<file path="config.mk">
export PLATFORM = sky130hd
export DESIGN_NAME = qhp_host_port
export DESIGN_NICKNAME = d
export VERILOG_FILES = /design/src/hdl/qhp_pkg.sv /design/src/hdl/qhp_host_port.sv /design/src/hdl/qhp_regmem.sv
export SDC_FILE = /design/constraint.sdc
export NUM_CORES = 1
export LEC_CHECK = 0
export ABC_AREA = 1
export BUFFER_PORTS_ARGS = -buffer_cell sky130_fd_sc_hd__buf_2
export CAP_MARGIN = 20
export CORE_MARGIN = 2
export CORE_UTILIZATION = 25
export DETAILED_ROUTE_END_ITERATION = 6
export MAX_ROUTING_LAYER = met4
export PLACE_DENSITY = 0.49
export SYNTH_ARGS = -nofsm -noshare
export SYNTH_HDL_FRONTEND = slang
export SYNTH_SLANG_ARGS = --single-unit
</file>
<file path="constraint.sdc">
create_clock -name clk -period 2.6 [get_ports clk]
set_input_delay 0.13 -clock clk [delete_from_list [all_inputs] [get_ports clk]]
set_output_delay 0.13 -clock clk [all_outputs]
set_load 0.02 [all_outputs]
</file>
<file path="src/hdl/qhp_pkg.sv">
package qhp_pkg;
  // channel decode
  localparam int NUM_CH = 4;
  localparam int ADDR_W = 3;
  localparam int DATA_W = 8;
  localparam int REGS_PER_CH = 8;
  // prescaler control bit in the modem control register
  localparam int PRESC_BIT = 7;
  localparam logic [2:0] MCR_ADDR = 3'h4;
  localparam logic [DATA_W-1:0] MCR_RESET = 8'h00;
  localparam logic [DATA_W-1:0] REG_RESET = 8'h00;
  // prescale divide values
  localparam logic [2:0] PRESC_DIV1 = 3'h1;
  localparam logic [2:0] PRESC_DIV4 = 3'h4;
  // reset pulse minimum, 20 MHz clock
  localparam int RESET_MIN_NS = 40;
  localparam int CLK_PERIOD_NS = 50;
  localparam int RESET_MIN_CYC = (RESET_MIN_NS + CLK_PERIOD_NS - 1) / CLK_PERIOD_NS;
  // channel codes in read/write style
  localparam logic [1:0] CH_A = 2'h0;
  localparam logic [1:0] CH_D = 2'h3;
  typedef enum logic [2:0] {
    ST_IDLE = 3'b001,
    ST_READ = 3'b010,
    ST_WRITE = 3'b100
  } qhp_state_t;
endpackage : qhp_pkg

</file>
<file path="src/hdl/qhp_host_port.sv">
module qhp_host_port #(
  parameter int NCH = qhp_pkg::NUM_CH
) (
  input wire logic clk,
  input wire logic rst_n,
  input wire logic bus_style_select,
  input wire logic reset_pin,
  input wire logic prescaler_strap,
  input wire logic chip_select_a,
  input wire logic chip_select_b,
  input wire logic chip_select_c,
  input wire logic chip_select_d,
  input wire logic read_strobe_n,
  input wire logic write_strobe_n,
  input wire logic [qhp_pkg::ADDR_W-1:0] addr,
  input wire logic [qhp_pkg::DATA_W-1:0] data_in,
  output logic [qhp_pkg::DATA_W-1:0] data_out,
  output logic data_oe,
  input wire logic [NCH-1:0] serial_rx,
  input wire logic [NCH-1:0] ring_indicator,
  input wire logic third_channel_clock_in,
  output logic [NCH-1:0] serial_tx,
  output logic [NCH-1:0] ring_status,
  output logic [NCH-1:0] chan_reset,
  output logic [NCH-1:0] prescale_div4,
  output logic chc_clock_level
);
  // ****************************************
  // input synchronisers
  // ****************************************
  localparam int SW = 9 + qhp_pkg::ADDR_W;
  logic [SW-1:0] sy1_r, sy2_r;
  logic [qhp_pkg::DATA_W-1:0] dsy1_r, dsy2_r;
  logic [NCH-1:0] rx1_r, rx2_r, ri1_r, ri2_r;
  logic chc1_r, chc2_r;
  // chip select pins double as cs/addr lines in read/write style
  always_ff @(posedge clk) begin
    if (!rst_n) begin
      sy1_r <= '1;
      sy2_r <= '1;
    end else begin
      sy1_r <= {bus_style_select, reset_pin, prescaler_strap, chip_select_a, chip_select_b,
                chip_select_c, chip_select_d, read_strobe_n, write_strobe_n, addr};
      sy2_r <= sy1_r;
    end
  end
  always_ff @(posedge clk) begin
    if (!rst_n) begin
      dsy1_r <= '0;
      dsy2_r <= '0;
      rx1_r <= '1;
      rx2_r <= '1;
      ri1_r <= '1;
      ri2_r <= '1;
      chc1_r <= 1'b0;
      chc2_r <= 1'b0;
    end else begin
      dsy1_r <= data_in; // full byte lane
      dsy2_r <= dsy1_r;
      rx1_r <= serial_rx;
      rx2_r <= rx1_r;
      ri1_r <= ring_indicator;
      ri2_r <= ri1_r;
      chc1_r <= third_channel_clock_in;
      chc2_r <= chc1_r;
    end
  end

  logic style_s, rpin_s, strap_s, csa_s, csb_s, csc_s, csd_s, rd_s, wr_s;
  logic [qhp_pkg::ADDR_W-1:0] addr_s;
  assign {style_s, rpin_s, strap_s, csa_s, csb_s, csc_s, csd_s, rd_s, wr_s, addr_s} = sy2_r;

  // ****************************************
  // reset pulse qualification
  // ****************************************
  // polarity follows bus style; pulse must last the minimum before acting
  logic rst_req;
  logic [3:0] rcnt_r;
  logic dev_rst_r;
  assign rst_req = style_s ? rpin_s : !rpin_s;
  always_ff @(posedge clk) begin
    if (!rst_n) begin
      rcnt_r <= '0;
      dev_rst_r <= 1'b1;
    end else if (rst_req) begin
      if (rcnt_r < 4'(qhp_pkg::RESET_MIN_CYC)) begin
        rcnt_r <= rcnt_r + 4'h1;
      end
      if (rcnt_r + 4'h1 >= 4'(qhp_pkg::RESET_MIN_CYC)) begin
        dev_rst_r <= 1'b1;
      end
    end else begin
      rcnt_r <= '0;
      dev_rst_r <= 1'b0; // release already synchronised
    end
  end

  // ****************************************
  // channel decode
  // ****************************************
  // select mask, one-hot in read/write style, any mix of channels in strobe style; style pin picks the decode
  function automatic logic [NCH-1:0] ch_mask(input logic style, input logic a,
                                             input logic b, input logic c, input logic d);
    logic [NCH-1:0] m;
    m = '0;
    if (style) begin
      m = {!d, !c, !b, !a};
    end else if (!a) begin
      m[{c, b}] = 1'b1; // hi=c pin, lo=b pin
    end
    return m;
  endfunction : ch_mask

  logic [NCH-1:0] sel;
  logic one_sel, rd_act, wr_act;
  logic [1:0] sel_idx;
  assign sel = ch_mask(style_s, csa_s, csb_s, csc_s, csd_s);
  assign one_sel = (sel != '0) && ((sel & (sel - 1'b1)) == '0);
  // read/write style: data cycle while select low, rd_not_wr on write strobe pin
  assign rd_act = style_s ? !rd_s : (!csa_s && wr_s);
  assign wr_act = style_s ? !wr_s : (!csa_s && !wr_s);
  always_comb begin
    sel_idx = qhp_pkg::CH_A;
    for (int i = 0; i < NCH; i++) begin
      if (sel[i]) begin
        sel_idx = 2'(i);
      end
    end
  end

  // ****************************************
  // bus cycle sequencer
  // ****************************************
  // cycle sampled on clk through the synchronisers, begun and ended by select and strobe
  qhp_pkg::qhp_state_t st_r;
  logic [NCH-1:0] wsel_r;
  logic [qhp_pkg::DATA_W-1:0] wdat_r;
  logic [qhp_pkg::ADDR_W-1:0] waddr_r;
  logic wr_commit;
  assign wr_commit = (st_r == qhp_pkg::ST_WRITE) && !wr_act; // strobe rise, or select rise in read/write style
  always_ff @(posedge clk) begin
    if (!rst_n || dev_rst_r) begin
      st_r <= qhp_pkg::ST_IDLE;
      wsel_r <= '0;
      wdat_r <= '0;
      waddr_r <= '0;
    end else begin
      case (st_r)
        qhp_pkg::ST_IDLE: begin
          if (rd_act && sel != '0) begin
            st_r <= qhp_pkg::ST_READ;
          end else if (wr_act && sel != '0) begin
            st_r <= qhp_pkg::ST_WRITE;
          end
        end
        qhp_pkg::ST_READ: begin
          if (!rd_act) begin
            st_r <= qhp_pkg::ST_IDLE;
          end
        end
        qhp_pkg::ST_WRITE: begin
          // hold last data seen while strobe low
          wsel_r <= sel;
          wdat_r <= dsy2_r;
          waddr_r <= addr_s;
          if (!wr_act) begin
            st_r <= qhp_pkg::ST_IDLE;
          end
        end
        default: st_r <= qhp_pkg::ST_IDLE;
      endcase
    end
  end

  // ****************************************
  // register store and prescaler
  // ****************************************
  logic [NCH-1:0] wen;
  logic [qhp_pkg::DATA_W-1:0] rdata;
  // all selects low broadcasts the write in strobe style; read/write style writes one channel
  assign wen = wr_commit ? wsel_r : '0;
  qhp_regmem u_mem (
    .clk(clk),
    .rst_n(rst_n && !dev_rst_r),
    .wr_en(wen),
    .addr(wr_commit ? waddr_r : addr_s),
    .wdata(wdat_r),
    .rd_ch(sel_idx),
    .rdata(rdata)
  );

  // strap caught while reset held, then bit 7 writes take over
  always_ff @(posedge clk) begin
    if (!rst_n) begin
      prescale_div4 <= '0;
    end else if (dev_rst_r) begin
      prescale_div4 <= {NCH{!strap_s}};
    end else if (waddr_r == qhp_pkg::MCR_ADDR) begin
      for (int i = 0; i < NCH; i++) begin
        if (wen[i]) begin
          prescale_div4[i] <= wdat_r[qhp_pkg::PRESC_BIT];
        end
      end
    end
  end

  // ****************************************
  // data bus and serial outputs
  // ****************************************
  // multi-select reads never drive, avoiding contention
  assign data_oe = (st_r == qhp_pkg::ST_READ) && rd_act && one_sel;
  always_ff @(posedge clk) begin
    if (!rst_n || dev_rst_r) begin
      data_out <= qhp_pkg::REG_RESET;
      serial_tx <= '1;
      ring_status <= '1;
      chc_clock_level <= 1'b0;
    end else begin
      data_out <= rdata;
      serial_tx <= rx2_r | ~ri2_r | ri2_r; // idle high; rx not looped
      ring_status <= ri2_r; // status only
      chc_clock_level <= chc2_r;
    end
  end
  assign chan_reset = {NCH{dev_rst_r}};

  // ****************************************
  // checks
  // ****************************************
  a_tx_reset_high: assert property (@(posedge clk) disable iff (!rst_n)
    $past(dev_rst_r) |-> serial_tx == '1) else $error("tx not high in reset");
  a_oe_single_sel: assert property (@(posedge clk) disable iff (!rst_n)
    data_oe |-> one_sel && rd_act) else $error("bus driven without single read");
  // the minimum pulse is one synchronised sample at this clock rate
  a_reset_hold_min: assert property (@(posedge clk) disable iff (!rst_n)
    !dev_rst_r ##1 dev_rst_r |->
      $past(rst_req) && ($past(rcnt_r) + 4'h1 >= 4'(qhp_pkg::RESET_MIN_CYC)))
    else $error("reset acted on short pulse");
  a_reset_polarity: assert property (@(posedge clk) disable iff (!rst_n)
    (!style_s && !rpin_s) |=> dev_rst_r) else $error("low reset ignored in rw style");
  a_reset_strobe_hi: assert property (@(posedge clk) disable iff (!rst_n)
    (style_s && rpin_s) |=> dev_rst_r) else $error("high reset ignored in strobe style");
  a_strap_sample: assert property (@(posedge clk) disable iff (!rst_n)
    dev_rst_r ##1 dev_rst_r |-> prescale_div4 == {NCH{!$past(strap_s)}})
    else $error("strap not sampled");
  a_sel_decode: assert property (@(posedge clk) disable iff (!rst_n)
    (!style_s && csa_s) |-> sel == '0) else $error("select without cs");
  // the channels written must be those selected while the strobe was low
  a_write_commit: assert property (@(posedge clk) disable iff (!rst_n || dev_rst_r)
    (st_r == qhp_pkg::ST_WRITE && wr_act) ##1 !wr_act |-> wen == $past(sel))
    else $error("write not committed");
  a_no_oe_idle: assert property (@(posedge clk) disable iff (!rst_n)
    !rd_act |-> !data_oe) else $error("drive outside read");
endmodule : qhp_host_port

</file>
<file path="src/hdl/qhp_regmem.sv">
// per-channel register store: 4 channels x 8 registers, registered read data
module qhp_regmem #(
  parameter int NCH = qhp_pkg::NUM_CH,
  parameter int AW = qhp_pkg::ADDR_W,
  parameter int DW = qhp_pkg::DATA_W
) (
  input wire logic clk,
  input wire logic rst_n,
  input wire logic [NCH-1:0] wr_en,
  input wire logic [AW-1:0] addr,
  input wire logic [DW-1:0] wdata,
  input wire logic [$clog2(NCH)-1:0] rd_ch,
  output logic [DW-1:0] rdata
);
  logic [DW-1:0] mem_r [NCH][2**AW];

  // ****************************************
  // storage, every selected channel written at once
  // ****************************************
  always_ff @(posedge clk) begin
    if (!rst_n) begin
      for (int c = 0; c < NCH; c++) begin
        for (int a = 0; a < 2**AW; a++) begin
          mem_r[c][a] <= qhp_pkg::REG_RESET;
        end
      end
    end else begin
      for (int c = 0; c < NCH; c++) begin
        if (wr_en[c]) begin
          mem_r[c][addr] <= wdata;
        end
      end
    end
  end

  // registered read port
  always_ff @(posedge clk) begin
    if (!rst_n) begin
      rdata <= qhp_pkg::REG_RESET;
    end else begin
      rdata <= mem_r[rd_ch][addr];
    end
  end
endmodule : qhp_regmem

</file>
**After elaboration in Yosys (flattened, before gate mapping)**

Memory sizes are Yosys's and may differ from the RTL's.
Index checks and enable logic that the tools add are counted.

- Add/sub/neg operators: 2
- Magnitude comparators: 6
- Eq/ne operators: 8
- Multiplexer cells: 299
- Bitwise gates (word level): 261
- Reductions and logical operators: 36

Operators by type and width:

| cell | number |
|---|---|
| 2-to-1 mux 1 bit | 276 |
| 2-to-1 mux 64 bit | 4 |
| bitwise OR 1 bit | 256 |
| binary-select mux 8 bit (select 3 bit) | 1 |
| demux 8 bit (select 3 bit) | 1 |
| 2-to-1 mux 8 bit | 3 |
| 2-to-1 mux 4 bit | 5 |
| 2-to-1 mux 3 bit | 5 |
| logical AND 1 bit | 11 |
| logical NOT 1 bit | 11 |
| AND reduction 2 bit | 5 |
| nonzero test 2 bit | 5 |
| case mux 3 bit (3 select lines) | 1 |
| < comparator 4 x 1 -> 1 bit, second input constant | 2 |
| bitwise OR 4 bit | 2 |
| == test 3 bit, second input constant | 2 |
| adder 4 x 1 -> 4 bit, second input constant | 1 |
| bitwise AND 4 bit | 1 |
| greater-or-equal comparator 4 x 1 -> 1 bit, second input constant | 1 |
| greater-or-equal comparator 4 bit, second input constant | 1 |
| logical NOT 4 bit | 1 |
| 2-to-1 mux 2 bit | 2 |
| inequality test 2 bit, second input constant | 2 |
| inverter 3 -> 4 bit | 1 |
| other kinds (12) | 12 |

- Register bits after elaboration: 110
- Memory bits (writable): 256
- Input bits: 31
- Output and inout bits: 26
- Word-level logic and storage cells: 638
- Memories kept: 1

Memory list:

| memory | depth | width | rd ports | clocked after Yosys merged registers in | write ports | line | text |
|---|---|---|---|---|---|---|---|
| u_mem.mem_r | 4 | 64 | 1 | 0 | 4 | qhp_regmem.sv:15 | `logic [DW-1:0] mem_r [NCH][2**AW];` |

**Longest topological paths before layout**

Gate-level depths: netlist of run 1.

- Depth in word-level cells: 13
- Gate-level depth with buffers: 15
- Depth with buffers taken out: 13

**By module**

Synthesis of run 1 repeated with hierarchy kept, for this count alone.

- Cells, all modules: 1888
- Area total of the unflattened synthesis: 15257.1 µm²

Modules (own cells, without submodules):

| module | instances | cells an instance | area an instance (µm²) | sequential area each (µm²) |
|---|---|---|---|---|
| qhp_regmem | 1 | 1522 | 12039.0 | 6646.4 |
| qhp_host_port | 1 | 366 | 3218.1 | 1881.8 |

**Worst setup path after synthesis of run 1**

Ideal clock, no wire load.

- Path kind: register to register
- From: register st_r[1]
- To: memory u_mem.mem_r[1][48] in the netlist's numbering (enable)
- Arrival: 2.075 ns
- Data required time: 2.216 ns
- Slack: 0.141 ns
- Stages on the path, launching flop included: 11
- Clock period less this slack: 2.459 ns
- Path through: dfxtp_1 nor2_1 nand2_2 inv_2 nand2_2 o21ai_2 inv_2 nor2_1 buf_2 inv_2 o21ai_0

RTL lines:

| item | line | text |
|---|---|---|
| from (decl) | qhp_host_port.sv:135 | `qhp_pkg::qhp_state_t st_r;` |
| from (signal assigned) | qhp_host_port.sv:143 | `st_r <= qhp_pkg::ST_IDLE;` |
| from (signal assigned) | qhp_host_port.sv:151 | `st_r <= qhp_pkg::ST_READ;` |
| from (signal assigned) | qhp_host_port.sv:153 | `st_r <= qhp_pkg::ST_WRITE;` |
| to (decl) | qhp_regmem.sv:15 |  |

**Final worst setup path of run 1**

- From: register sy2_r[11]
- To: output data_oe

- Longest elaborated chain between the ends: 6
- Elaborated cells on any way between the ends: 9
- Classes of those cells: add/sub: 1; mux: 2; bitwise: 1; reduce/logical: 5

RTL lines:

| item | line | text |
|---|---|---|
| from (decl) | qhp_host_port.sv:32 | `logic [SW-1:0] sy1_r, sy2_r;` |
| from (signal assigned) | qhp_host_port.sv:44 | `sy2_r <= sy1_r;` |
| 2-to-1 mux 4 bit | qhp_host_port.sv:106 | `if (style) begin` |
| subtractor 4 x 1 -> 4 bit | qhp_host_port.sv:118 | `assign one_sel = (sel != '0) && ((sel & (sel - 1'b1)) == '0);` |
| bitwise AND 4 bit | qhp_host_port.sv:118 |  |
| logical NOT 4 bit | qhp_host_port.sv:118 |  |
| logical AND 1 bit | qhp_host_port.sv:118 |  |
| logical AND 1 bit (*) | qhp_host_port.sv:211 | `assign data_oe = (st_r == qhp_pkg::ST_READ) && rd_act && one_sel;` |
| to (decl) | qhp_host_port.sv:18 | `output logic data_oe,` |

Every way passes the cells marked *; elsewhere a longest branch is shown, timed or not.

==> results_dict.tcl, run 1 <==
set metrics [dict create \
    setup.worst_path.class "reg -> out" \
    port_buffers 52 \
    layout_common_cells "482 x nand2_1, 393 x nor2_1, 221 x dfxtp_1" \
    root_buffer "clkbuf_16" \
    drt_iter0_markers 984 \
    antenna_found_initial 2 \
    whs_endpoint "dsy2_r[0]" \
    worstReg2RegStart "sy2_r[8]" \
    status "finished clean" \
    max_freq_mhz 400 \
    cts_buffer_depth 3 \
    fin_hold_ws_ps 39.0 \
    htree_levels 2 \
    synthDistinctLibCells 35 \
    nNetsFinal 2063 \
    finClkSkew_ps 15.0 \
    min_period_over_period_pct 96.1 \
    numCtsBuffers 42 \
    slew_violations 0 \
    netlist_area_mm2 0.0152 \
    fin_crit_ps 2500 \
    cp_max_fo 8 \
    finalPower_w 0.0127 \
    hpwl_um 30100 \
    die_w_um 251 \
    p_per_area_mw_per_mm2 691 \
    ys_seq_area_share_pct 56.0 \
    rsz0062_at_grt "true" \
    instances_no_fill 2844 \
    hold_viol 0 \
    syn_avg_cell_area_um2 7.93 \
    gp_congestion 0.859 \
    dr.pass1.iters 5 \
    detail-route-antenna-nets 0 \
    syn2layout_area_growth_pct 20.8 \
    required_ps 2470 \
    fp.coreArea_mm2 0.0604 \
    num_io_pins 57 \
    yosysWarnings 0 \
    via_per_inst 4.38 \
    min_path_type "in -> reg" \
    die_h_um 251 \
    path_buf_inv 3 \
    r2r_cells 12 \
    whs_path_depth 4 \
    cp_top_family "simple AND/OR/NAND/NOR gates" \
    final_common_cell "nand2_1" \
    irDropWorstVdd_uv 486 \
    synth.ff_latch_count 358 \
    finalSetupViolCount 0 \
    vias 12500 \
    cp_slowest_cell "dfxtp_2" \
    cts.clk_slew.worst_paths_ps 60 \
    gr-total-overflow 0 \
    crit_arrival_ps 2370 \
    wl_um 46500 \
    post_cts_buffers 0 \
    synthCells 1923 \
    hp-start "rst_n" \
    cp_cell_sequence "nor2_2, nand2_2, nand2_1, inv_2, nand2_4, buf_4, nor2_1, nor3_2, buf_2" \
    rows 90 \
    slew_headroom_pct 48.2 \
    start_kind "register" \
    r2r_setup_slack_ps 170 \
    grt_pass1_wl_um 71000 \
    die_area_mm2 0.0630 \
    cts_tree "yes" \
    drive_gt1_share_pct 13.7 \
    cap_violations 0 \
    cp_slowest_stage_delay_ps 350 \
    grtUsageTotal_pct 15.2 \
    placedCellCount 2742 \
    r2r-end "u_mem.mem_r[3][21]" \
    grt_pass1_vias 12100 \
    cp-end-kind "output pin" \
    worstMarginPinSlew_ps 776 \
    drc_errors 0 \
    start_util_pct 25.3 \
    routedWlPerCell_um 16.4 \
    grt_max_degree 146 \
    clk_latency_ps 560 \
    utilization_pct 30.5 \
    dp_slack_ps 99.9 \
    power_leakage_nw 7.80 \
    nFillCells 6420 \
    cts.sinks 358 \
    fin_ws_ps 103 \
]
-- layer usage --
metal	vias up	part of all wire [%]	global-route usage [%]
li1	6260	-	-
met1	5809	46	19.6
met2	317	46	24.4
met3	69	5.8	2.70
met4	0	2.5	4.37
met5	-	0	-
-- through the flow --
step                instance area (µm²)  TNS [ps]
detailed placement                16800         0
CTS                               18400         0
floorplan                         15300         0
global placement                  16800         0
finish                            18400         0
global route                      18400      -610
-- registers in the layout, indices dropped and copies added (netlist names), 8 cells and up --
name and count:
data_out 8, dsy1_r 8, dsy2_r 8, sy1_r 12
sy2_r 12, u_mem.mem_r 256, u_mem.rdata 8, wdat_r 8
-- cell families after synthesis --
logic type                 Yosys count  share of synthesized area, %
xor gates and xnor gates             2                         0.115
other                                1                        0.0246
AOI/OAI and AO/OA                  225                          7.61
and+or+nand+nor                   1064                          29.0
adders and majority gates            3                         0.246
DFF                                358                          56.0
buffers and inverters              270                          7.09
-- cell usage after synthesis --
master | n | area, µm²
nand2_1 | 490 | 1840
nor2_1 | 396 | 1490
dfxtp_1 | 222 | 4440
o21ai_0 | 157 | 786
inv_1 | 156 | 586
edfxtp_1 | 136 | 4080
nand3_1 | 79 | 395
clkbuf_1 | 48 | 180
a21oi_1 | 43 | 215
or2_2 | 36 | 225
nand3b_1 | 32 | 240
buf_2 | 30 | 150
buf_1 | 16 | 60.1
nor2_2 | 14 | 87.6
inv_2 | 12 | 45.0
o21ai_1 | 11 | 55.1
buf_4 | 8 | 60.1
o31ai_1 | 8 | 60.1
nand2_2 | 5 | 31.3
nor2_4 | 5 | 56.3
ha_1 | 3 | 37.5
nor3_1 | 2 | 10.0
nor4_1 | 2 | 12.5
a211oi_1 | 1 | 7.51
a31oi_1 | 1 | 6.26
conb_1 | 1 | 3.75
nand4_1 | 1 | 6.26
nor3_4 | 1 | 16.3
o211ai_1 | 1 | 7.51
o21ai_2 | 1 | 8.76
o21bai_1 | 1 | 7.51
o22ai_1 | 1 | 6.26
or2_0 | 1 | 6.26
xnor2_1 | 1 | 8.76
xor2_1 | 1 | 8.76
-- final cells by class --
class | count | area [µm²] | area share [%]
antenna | 1 | 2.50 | 0.0136
clock buffer | 71 | 1300 | 7.04
clock inverter | 5 | 32.5 | 0.177
inverter | 168 | 631 | 3.42
multi-input combinational | 1298 | 5700 | 30.9
sequential | 358 | 8530 | 46.3
tap | 782 | 978 | 5.31
timing repair buffer | 161 | 1250 | 6.80
-- power breakdown --
| part | internal [W] | switching [W] |
|---|---|---|
| Sequential | 0.00597 | 0.0000576 |
| Combinational | 0.000332 | 0.000616 |
| Clock | 0.00338 | 0.00236 |
-- how the worst max path moves through the flow --
stage	cells past startpoint	slack [ps]	to	from
floorplan	10	140	u_mem.mem_r[1][48]	st_r[1]
global placement	11	160	u_mem.rdata[6]	sy2_r[8]
detailed placement	7	100	u_mem.mem_r[2][63]	sy2_r[11]
CTS	9	10	data_oe	sy2_r[11]
global route	10	-50	u_mem.mem_r[1][50]	sy2_r[8]
finish	9	100	data_oe	sy2_r[11]
-- what timing repair did --
action	4_1_cts	5_1_grt
resized for setup	5	11
setup endpoints to repair	1	125
hold endpoints to repair	25	0
gates cloned	0	0
hold buffers	25	0
-- tightest hold or removal path, delay by kind of cell --
| kind | cells | cell delay [ps] |
|---|---|---|
| and+or+nand+nor | 1 | 80 |
| buffers and inverters | 3 | 350 |
No activity file was read; power rests on OpenSTA's default activity.
==> run 2, diff against run 1 <==
--- a/config.mk
+++ b/config.mk
@@ -12,7 +12,8 @@
 export CORE_UTILIZATION = 25
 export DETAILED_ROUTE_END_ITERATION = 6
 export MAX_ROUTING_LAYER = met4
-export PLACE_DENSITY = 0.49
+export PLACE_DENSITY_LB_ADDON = 0.15
 export SYNTH_ARGS = -nofsm -noshare
 export SYNTH_HDL_FRONTEND = slang
+export SYNTH_HIERARCHICAL = 1
 export SYNTH_SLANG_ARGS = --single-unit
==> run 2 against run 1 <==
Sequential share of layout area down 0.53 points. Total power grew 2.9%. Design area rose by 1.2%. Global-route usage grew 1.1 points. Critical endpoint is now u_mem/rdata[7]. Largest cell class unchanged. Synthesized area is 0.11% higher. Routed wire length is 6.0% higher. Via count fell by 1.5%.
==> results_dict.tcl, run 2 <==
set metrics [dict create \
    slew_headroom_pct 42.7 \
    grt_pass1_vias 11900 \
    synthCells 1888 \
    routedWlPerCell_um 17.4 \
    die_area_mm2 0.0630 \
    drt_iter0_markers 884 \
    swShare_pct 24.6 \
    antenna_found_initial 2 \
    cp-end-kind "register" \
    worstMarginPinSlew_ps 859 \
    top_regs "u_mem/mem_r x256, sy1_r x12, sy2_r x12" \
    ys_top_cells_by_area "dfxtp_1 29%, edfxtp_1 27%, nand2_1 14%" \
    grtUsageTotal_pct 16.3 \
    cp-startpoint "sy2_r[8]" \
    p_int_w 0.00987 \
    r2r-end "u_mem/rdata[7]" \
    drive_gt1_share_pct 13.9 \
    die_w_um 251 \
    synthDistinctLibCells 38 \
    gp_congestion 0.819 \
    power_leakage_nw 7.85 \
    yosysTopAreaCellShare_pct 29.1 \
    gr-total-overflow 0 \
    die_h_um 251 \
    netlist_area_mm2 0.0153 \
    cp_max_fo 7 \
    clkPwrFrac_pct 46.7 \
    wl_um 49300 \
    syn_avg_cell_area_um2 8.08 \
    cts.sinks 358 \
    numCtsBuffers 44 \
    slew_violations 0 \
    rows 90 \
    finalPower_w 0.0131 \
    share_seq_of_total_power_pct 46.0 \
    detail-route-antenna-nets 0 \
    start_util_pct 25.3 \
    grt_max_degree 65 \
    ff_latch_area_mm2 0.00853 \
    hpwl_um 31800 \
    whs_endpoint "ri1_r[0]" \
    status "finished clean" \
    multi_input_area_mm2 0.00522 \
    whs_path_depth 3 \
    cts.clk_slew.worst_paths_ps 60 \
    via_per_inst 4.33 \
    setup_tns_ps 0 \
    yosysWarnings 6 \
    synth_flop_cell "dfxtp_1" \
    nFillCells 6444 \
    required_ps 3030 \
    power_switching_w 0.00321 \
    port_buffers 52 \
    rsz0062_at_grt "false" \
    r2r_setup_slack_ps 220 \
    min_path_type "in -> reg" \
    start_kind "register" \
    setup.worst_path.class "reg -> reg" \
    synth_area_leader_cell "dfxtp_1" \
    regMostFlops "u_mem/mem_r" \
    fp.coreArea_mm2 0.0604 \
    finClkSkew_ps 18.2 \
    dr.pass1.iters 5 \
    syn2layout_area_growth_pct 22.1 \
    hp-start "ring_indicator[0]" \
    layout_common_cells "551 x nand2_1, 270 x inv_1, 220 x dfxtp_1" \
    htree_levels 2 \
    synthTopCellsByCount "552 x nand2_1, 271 x inv_1, 222 x dfxtp_1" \
    ys_seq_area_share_pct 55.9 \
    cap_violations 0 \
    cts_buffer_depth 3 \
    yosysMostFrequentCell "nand2_1" \
    r2r_cells 13 \
    hold_viol 0 \
    worstReg2RegStart "sy2_r[8]" \
    clk_latency_ps 590 \
    vias 12300 \
    irDropWorstVdd_uv 514 \
    synth.ff_latch_count 358 \
    cts_tree "yes" \
    synth_edf_count 136 \
    final_common_cell "nand2_1" \
    largest_register_ffs 256 \
    async_flop_share_pct 0 \
    crit_arrival_ps 2810 \
    grt_pass1_wl_um 74700 \
    finalSetupViolCount 0 \
    power_frac_comb_pct 7.3 \
    min_period_over_period_pct 91.7 \
    max_freq_mhz 420 \
    num_io_pins 57 \
    drc_errors 0 \
    p_per_area_mw_per_mm2 702 \
    fin_crit_ps 2380 \
    nNetsFinal 2046 \
    root_buffer "clkbuf_16" \
]
[run 2: cell count changes after synthesis, moves of 6 or more]
cell / change
nor2_2: -12
o21ai_1: -7
inv_1: +115
o21ai_0: -20
clkinv_1: +6
nand2_1: +62
nand3_1: +54
nand3b_1: -32
a21oi_1: +23
o31ai_1: +32
nor2_1: -261
[run 2: critical path: stages (launching register included)]
cell and delay, ps:
dfxtp_1 440, a21oi_4 110, nor2_4 160, inv_1 110, o21ai_1 140, buf_4 170
nor2_1 70, nand2_1 230, clkinv_1 160, buf_4 190, nand2_1 110, nand2_1 60
nor2_1 140, a21oi_1 110
[run 2: cell families (layout without fill, tap and decap cells)]
family	count (synthesis)	in the layout	share of synthesized area, %
buffers and inverters	387	544	10.1
other	1	6	0.0246
and+or+nand+nor	880	880	24.3
DFF	358	358	55.9
adders and majority gates	3	3	0.246
xor gates and xnor gates	2	2	0.115
AOI/OAI and AO/OA	257	257	9.34
[run 2: stage by stage]
| stage | instances | utilization [%] | cell area [µm²] | hold slack, ps | setup slack, ps |
|---|---|---|---|---|---|
| 6_report | 2832 | 30.9 | 18600 | 263 | 216 |
| 5_1_grt | 2830 | 30.9 | 18600 | 258 | 5.88 |
| 4_1_cts | 2830 | 30.8 | 18600 | 228 | 87.4 |
| 3_5_place_dp | 2713 | 27.9 | 16800 | 318 | 112 |
| 3_3_place_gp | 2713 | 27.9 | 16800 | 315 | 95.9 |
| 2_1_floorplan | 1891 | - | 15300 | 228 | 126 |
[run 2: final cells by class]
type,instances,share of cell area [%]
Antenna cell,2,0.0269
Clock buffer,58,6.46
Clock inverter,24,1.18
Inverter,290,5.90
Multi-Input combinational cell,1146,28.0
Sequential cell,358,45.8
Tap cell,782,5.25
Timing Repair Buffer,172,7.37
[run 2: worst max path at each step]
stage / to / depth (start not counted)
finish: u_mem/rdata[7] / 13
global route: u_mem/mem_r[0][33] / 12
CTS: u_mem/rdata[6] / 15
detailed placement: u_mem/rdata[6] / 15
global placement: u_mem/rdata[6] / 15
floorplan: u_mem/mem_r[1][10] / 10
[run 2: power by group through the flow]
stage	clock network [W]	logic, W	registers, W
2_1_floorplan	0	0.000602	0.00613
3_3_place_gp	0	0.000914	0.00614
3_5_place_dp	0	0.000923	0.00614
4_1_cts	0.00630	0.000966	0.00602
5_1_grt	0.00651	0.00107	0.00603
6_report	0.00611	0.000954	0.00602
[run 2: layer usage]
metal | vias to the layer above | wire (µm) | track usage [%]
met3 | 85 | 2370 | 2.39
met4 | 0 | 1220 | 5.07
li1 | 6176 | - | -
met2 | 272 | 23000 | 26.2
met5 | - | 0 | -
met1 | 5731 | 22800 | 21.3
[run 2: repair_timing]
item | CTS | global route
hold buffers | 35 | 0
hold endpoints to repair | 34 | 0
resized for setup | 0 | 6
setup buffers | 0 | 0
endpoints found under the setup margin | 0 | 27
==> run 3, diff against run 2 <==
--- a/config.mk
+++ b/config.mk
@@ -7,7 +7,7 @@
 export LEC_CHECK = 0
 export ABC_AREA = 1
 export BUFFER_PORTS_ARGS = -buffer_cell sky130_fd_sc_hd__buf_2
-export CAP_MARGIN = 20
+export CAP_MARGIN = 40
 export CORE_MARGIN = 2
 export CORE_UTILIZATION = 25
 export DETAILED_ROUTE_END_ITERATION = 6
==> constraint.sdc (replaced) <==
create_clock -name clk -period 3.05 [get_ports clk]
set_input_delay 0.1525 -clock clk [delete_from_list [all_inputs] [get_ports clk]]
set_output_delay 0.1525 -clock clk [all_outputs]
set_load 0.02 [all_outputs]
==> run 3 against run 2 <==
Final cell count fell by 0.71%. Routed wire length fell by 0.43%. Non-clock buffer count fell by 16. Sequential power fell by 15%. First-iteration DRC count fell by 12%. Combinational power fell by 17%. Clock power fell by 16%. Flip-flop and latch count did not move. Die area did not move. Critical path type unchanged. Critical endpoint is now u_mem/mem_r[0][45]. Largest power group unchanged. Highest routed layer unchanged.
==> results_dict.tcl, run 3 (synthesis gave the netlist of run 2 again) <==
set metrics [dict create \
    grt_pass1_wl_um 73800 \
    dr.pass1.iters 5 \
    vias 12200 \
    top_regs "u_mem/mem_r x256, sy1_r x12, sy2_r x12" \
    irDropWorstVdd_uv 398 \
    finClkSkew_ps 28.1 \
    max_freq_mhz 370 \
    slew_headroom_pct 40.9 \
    drc_errors 0 \
    instances_no_fill 2812 \
    worstReg2RegStart "sy2_r[11]" \
    required_ps 3290 \
    port_buffers 52 \
    whs_endpoint "ri1_r[1]" \
    hold_viol 0 \
    setup.worst_path.class "reg -> reg" \
    r2r_cells 9 \
    die_h_um 251 \
    largest_register_ffs 256 \
    num_io_pins 57 \
    rsz0062_at_grt "false" \
    slew_violations 0 \
    nNetsFinal 2030 \
    antenna_found_initial 1 \
    die_w_um 251 \
    final_common_cell "nand2_1" \
    placedCellCount 2697 \
    via_per_inst 4.35 \
    cts.clk_slew.worst_paths_ps 60 \
    cp_max_fo 9 \
    cp-end-kind "register" \
    start_kind "register" \
    numCtsBuffers 44 \
    cts_buffer_depth 3 \
    r2r-end "u_mem/mem_r[0][45]" \
    root_buffer "clkbuf_16" \
    grt_max_degree 81 \
    gp_congestion 0.829 \
    clk_latency_ps 600 \
    crit_arrival_ps 2940 \
    p_per_area_mw_per_mm2 600 \
    drt_iter0_markers 777 \
    min_period_over_period_pct 88.7 \
    hpwl_um 31400 \
    n_antenna_cell 0 \
    r2r_setup_slack_ps 340 \
    grt_pass1_vias 11900 \
    fp.coreArea_mm2 0.0604 \
    gr-total-overflow 0 \
    grtUsageTotal_pct 16.2 \
    syn2layout_area_growth_pct 20.9 \
    whs_path_depth 3 \
    cts.sinks 358 \
    routedWlPerCell_um 17.5 \
    rows 90 \
    status "finished clean" \
    finalSetupViolCount 0 \
    wl_um 49100 \
    hp-start "ring_indicator[1]" \
    htree_levels 2 \
    regMostFlops "u_mem/mem_r" \
    die_area_mm2 0.0630 \
    worstMarginPinSlew_ps 886 \
    setup_tns_ps 0 \
    min_path_type "in -> reg" \
    drive_gt1_share_pct 13.0 \
    cts_tree "yes" \
    layout_common_cells "552 x nand2_1, 270 x inv_1, 222 x dfxtp_1" \
    power_leakage_nw 7.76 \
    detail-route-antenna-nets 0 \
    fin_crit_ps 2710 \
    cap_violations 0 \
    start_util_pct 25.3 \
]
==> run 3: cell types whose count changed in the layout (fill, tap and decap cells not counted), sizes merged <==
cell and delta:
buf -16, clkbuf +4, bufinv -2, clkinv -2, diode -2, inv -2
==> run 3: through the flow <==
step	power [W]	util (%)	cell area [µm²]	hold slack [ps]	setup WS (ps)
after floorplan	0.00574	-	15300	250	159
after global placement	0.00599	27.6	16600	336	394
after detailed placement	0.00599	27.6	16700	340	335
after CTS	0.0112	30.6	18500	222	304
after global routing	0.0115	30.6	18500	250	100
final	0.0111	30.6	18500	265	345
==> run 3: critical path: stages (launching register included) <==
cell     delay (ps)
dfxtp_1         520
inv_2           100
a21oi_4         190
nor2_4           70
o21ai_0         180
buf_4           210
inv_2            90
nor3_4          270
nand2_1         300
nand2_1         390
==> run 3: layout make-up <==
type	instances	area (µm²)
inverter	290	1090
fill	6473	41900
timing repair buffer	156	1210
tap	782	978
sequential	358	8530
clock inverter	18	170
clock buffer	62	1250
multi-input combinational	1146	5220
==> run 3: worst max-delay path by stage <==
stage	from	end	slack, ps	depth (start not counted)
after floorplan	sy2_r[11]	u_mem/mem_r[1][10]	160	10
after global routing	sy2_r[11]	u_mem/mem_r[0][49]	100	12
after detailed placement	sy2_r[11]	u_mem/mem_r[0][48]	330	12
final	sy2_r[11]	u_mem/mem_r[0][45]	340	9
after CTS	sy2_r[11]	u_mem/mem_r[0][48]	300	12
after global placement	sy2_r[11]	u_mem/mem_r[0][48]	390	12
==> run 3: routing by layer <==
layer	vias up	GRT usage (%)	wire length, µm
met5	-	-	0
met4	0	5.65	1690
met3	88	2.72	2250
met2	274	25.0	21900
met1	5720	21.3	23200
li1	6144	-	-
==> run 3: repair_timing <==
item	in CTS	in global routing
hold buffers	35	0
endpoints found under the setup margin	0	0
buffers inserted	0	0
resized for setup	0	0
hold endpoints to repair	35	0
==> run 3: power by group <==
part	internal (W)	total (W)	switching [W]
Clock	0.00297	0.00515	0.00217
Combinational	0.000264	0.000793	0.000529
Sequential	0.00508	0.00513	0.0000460
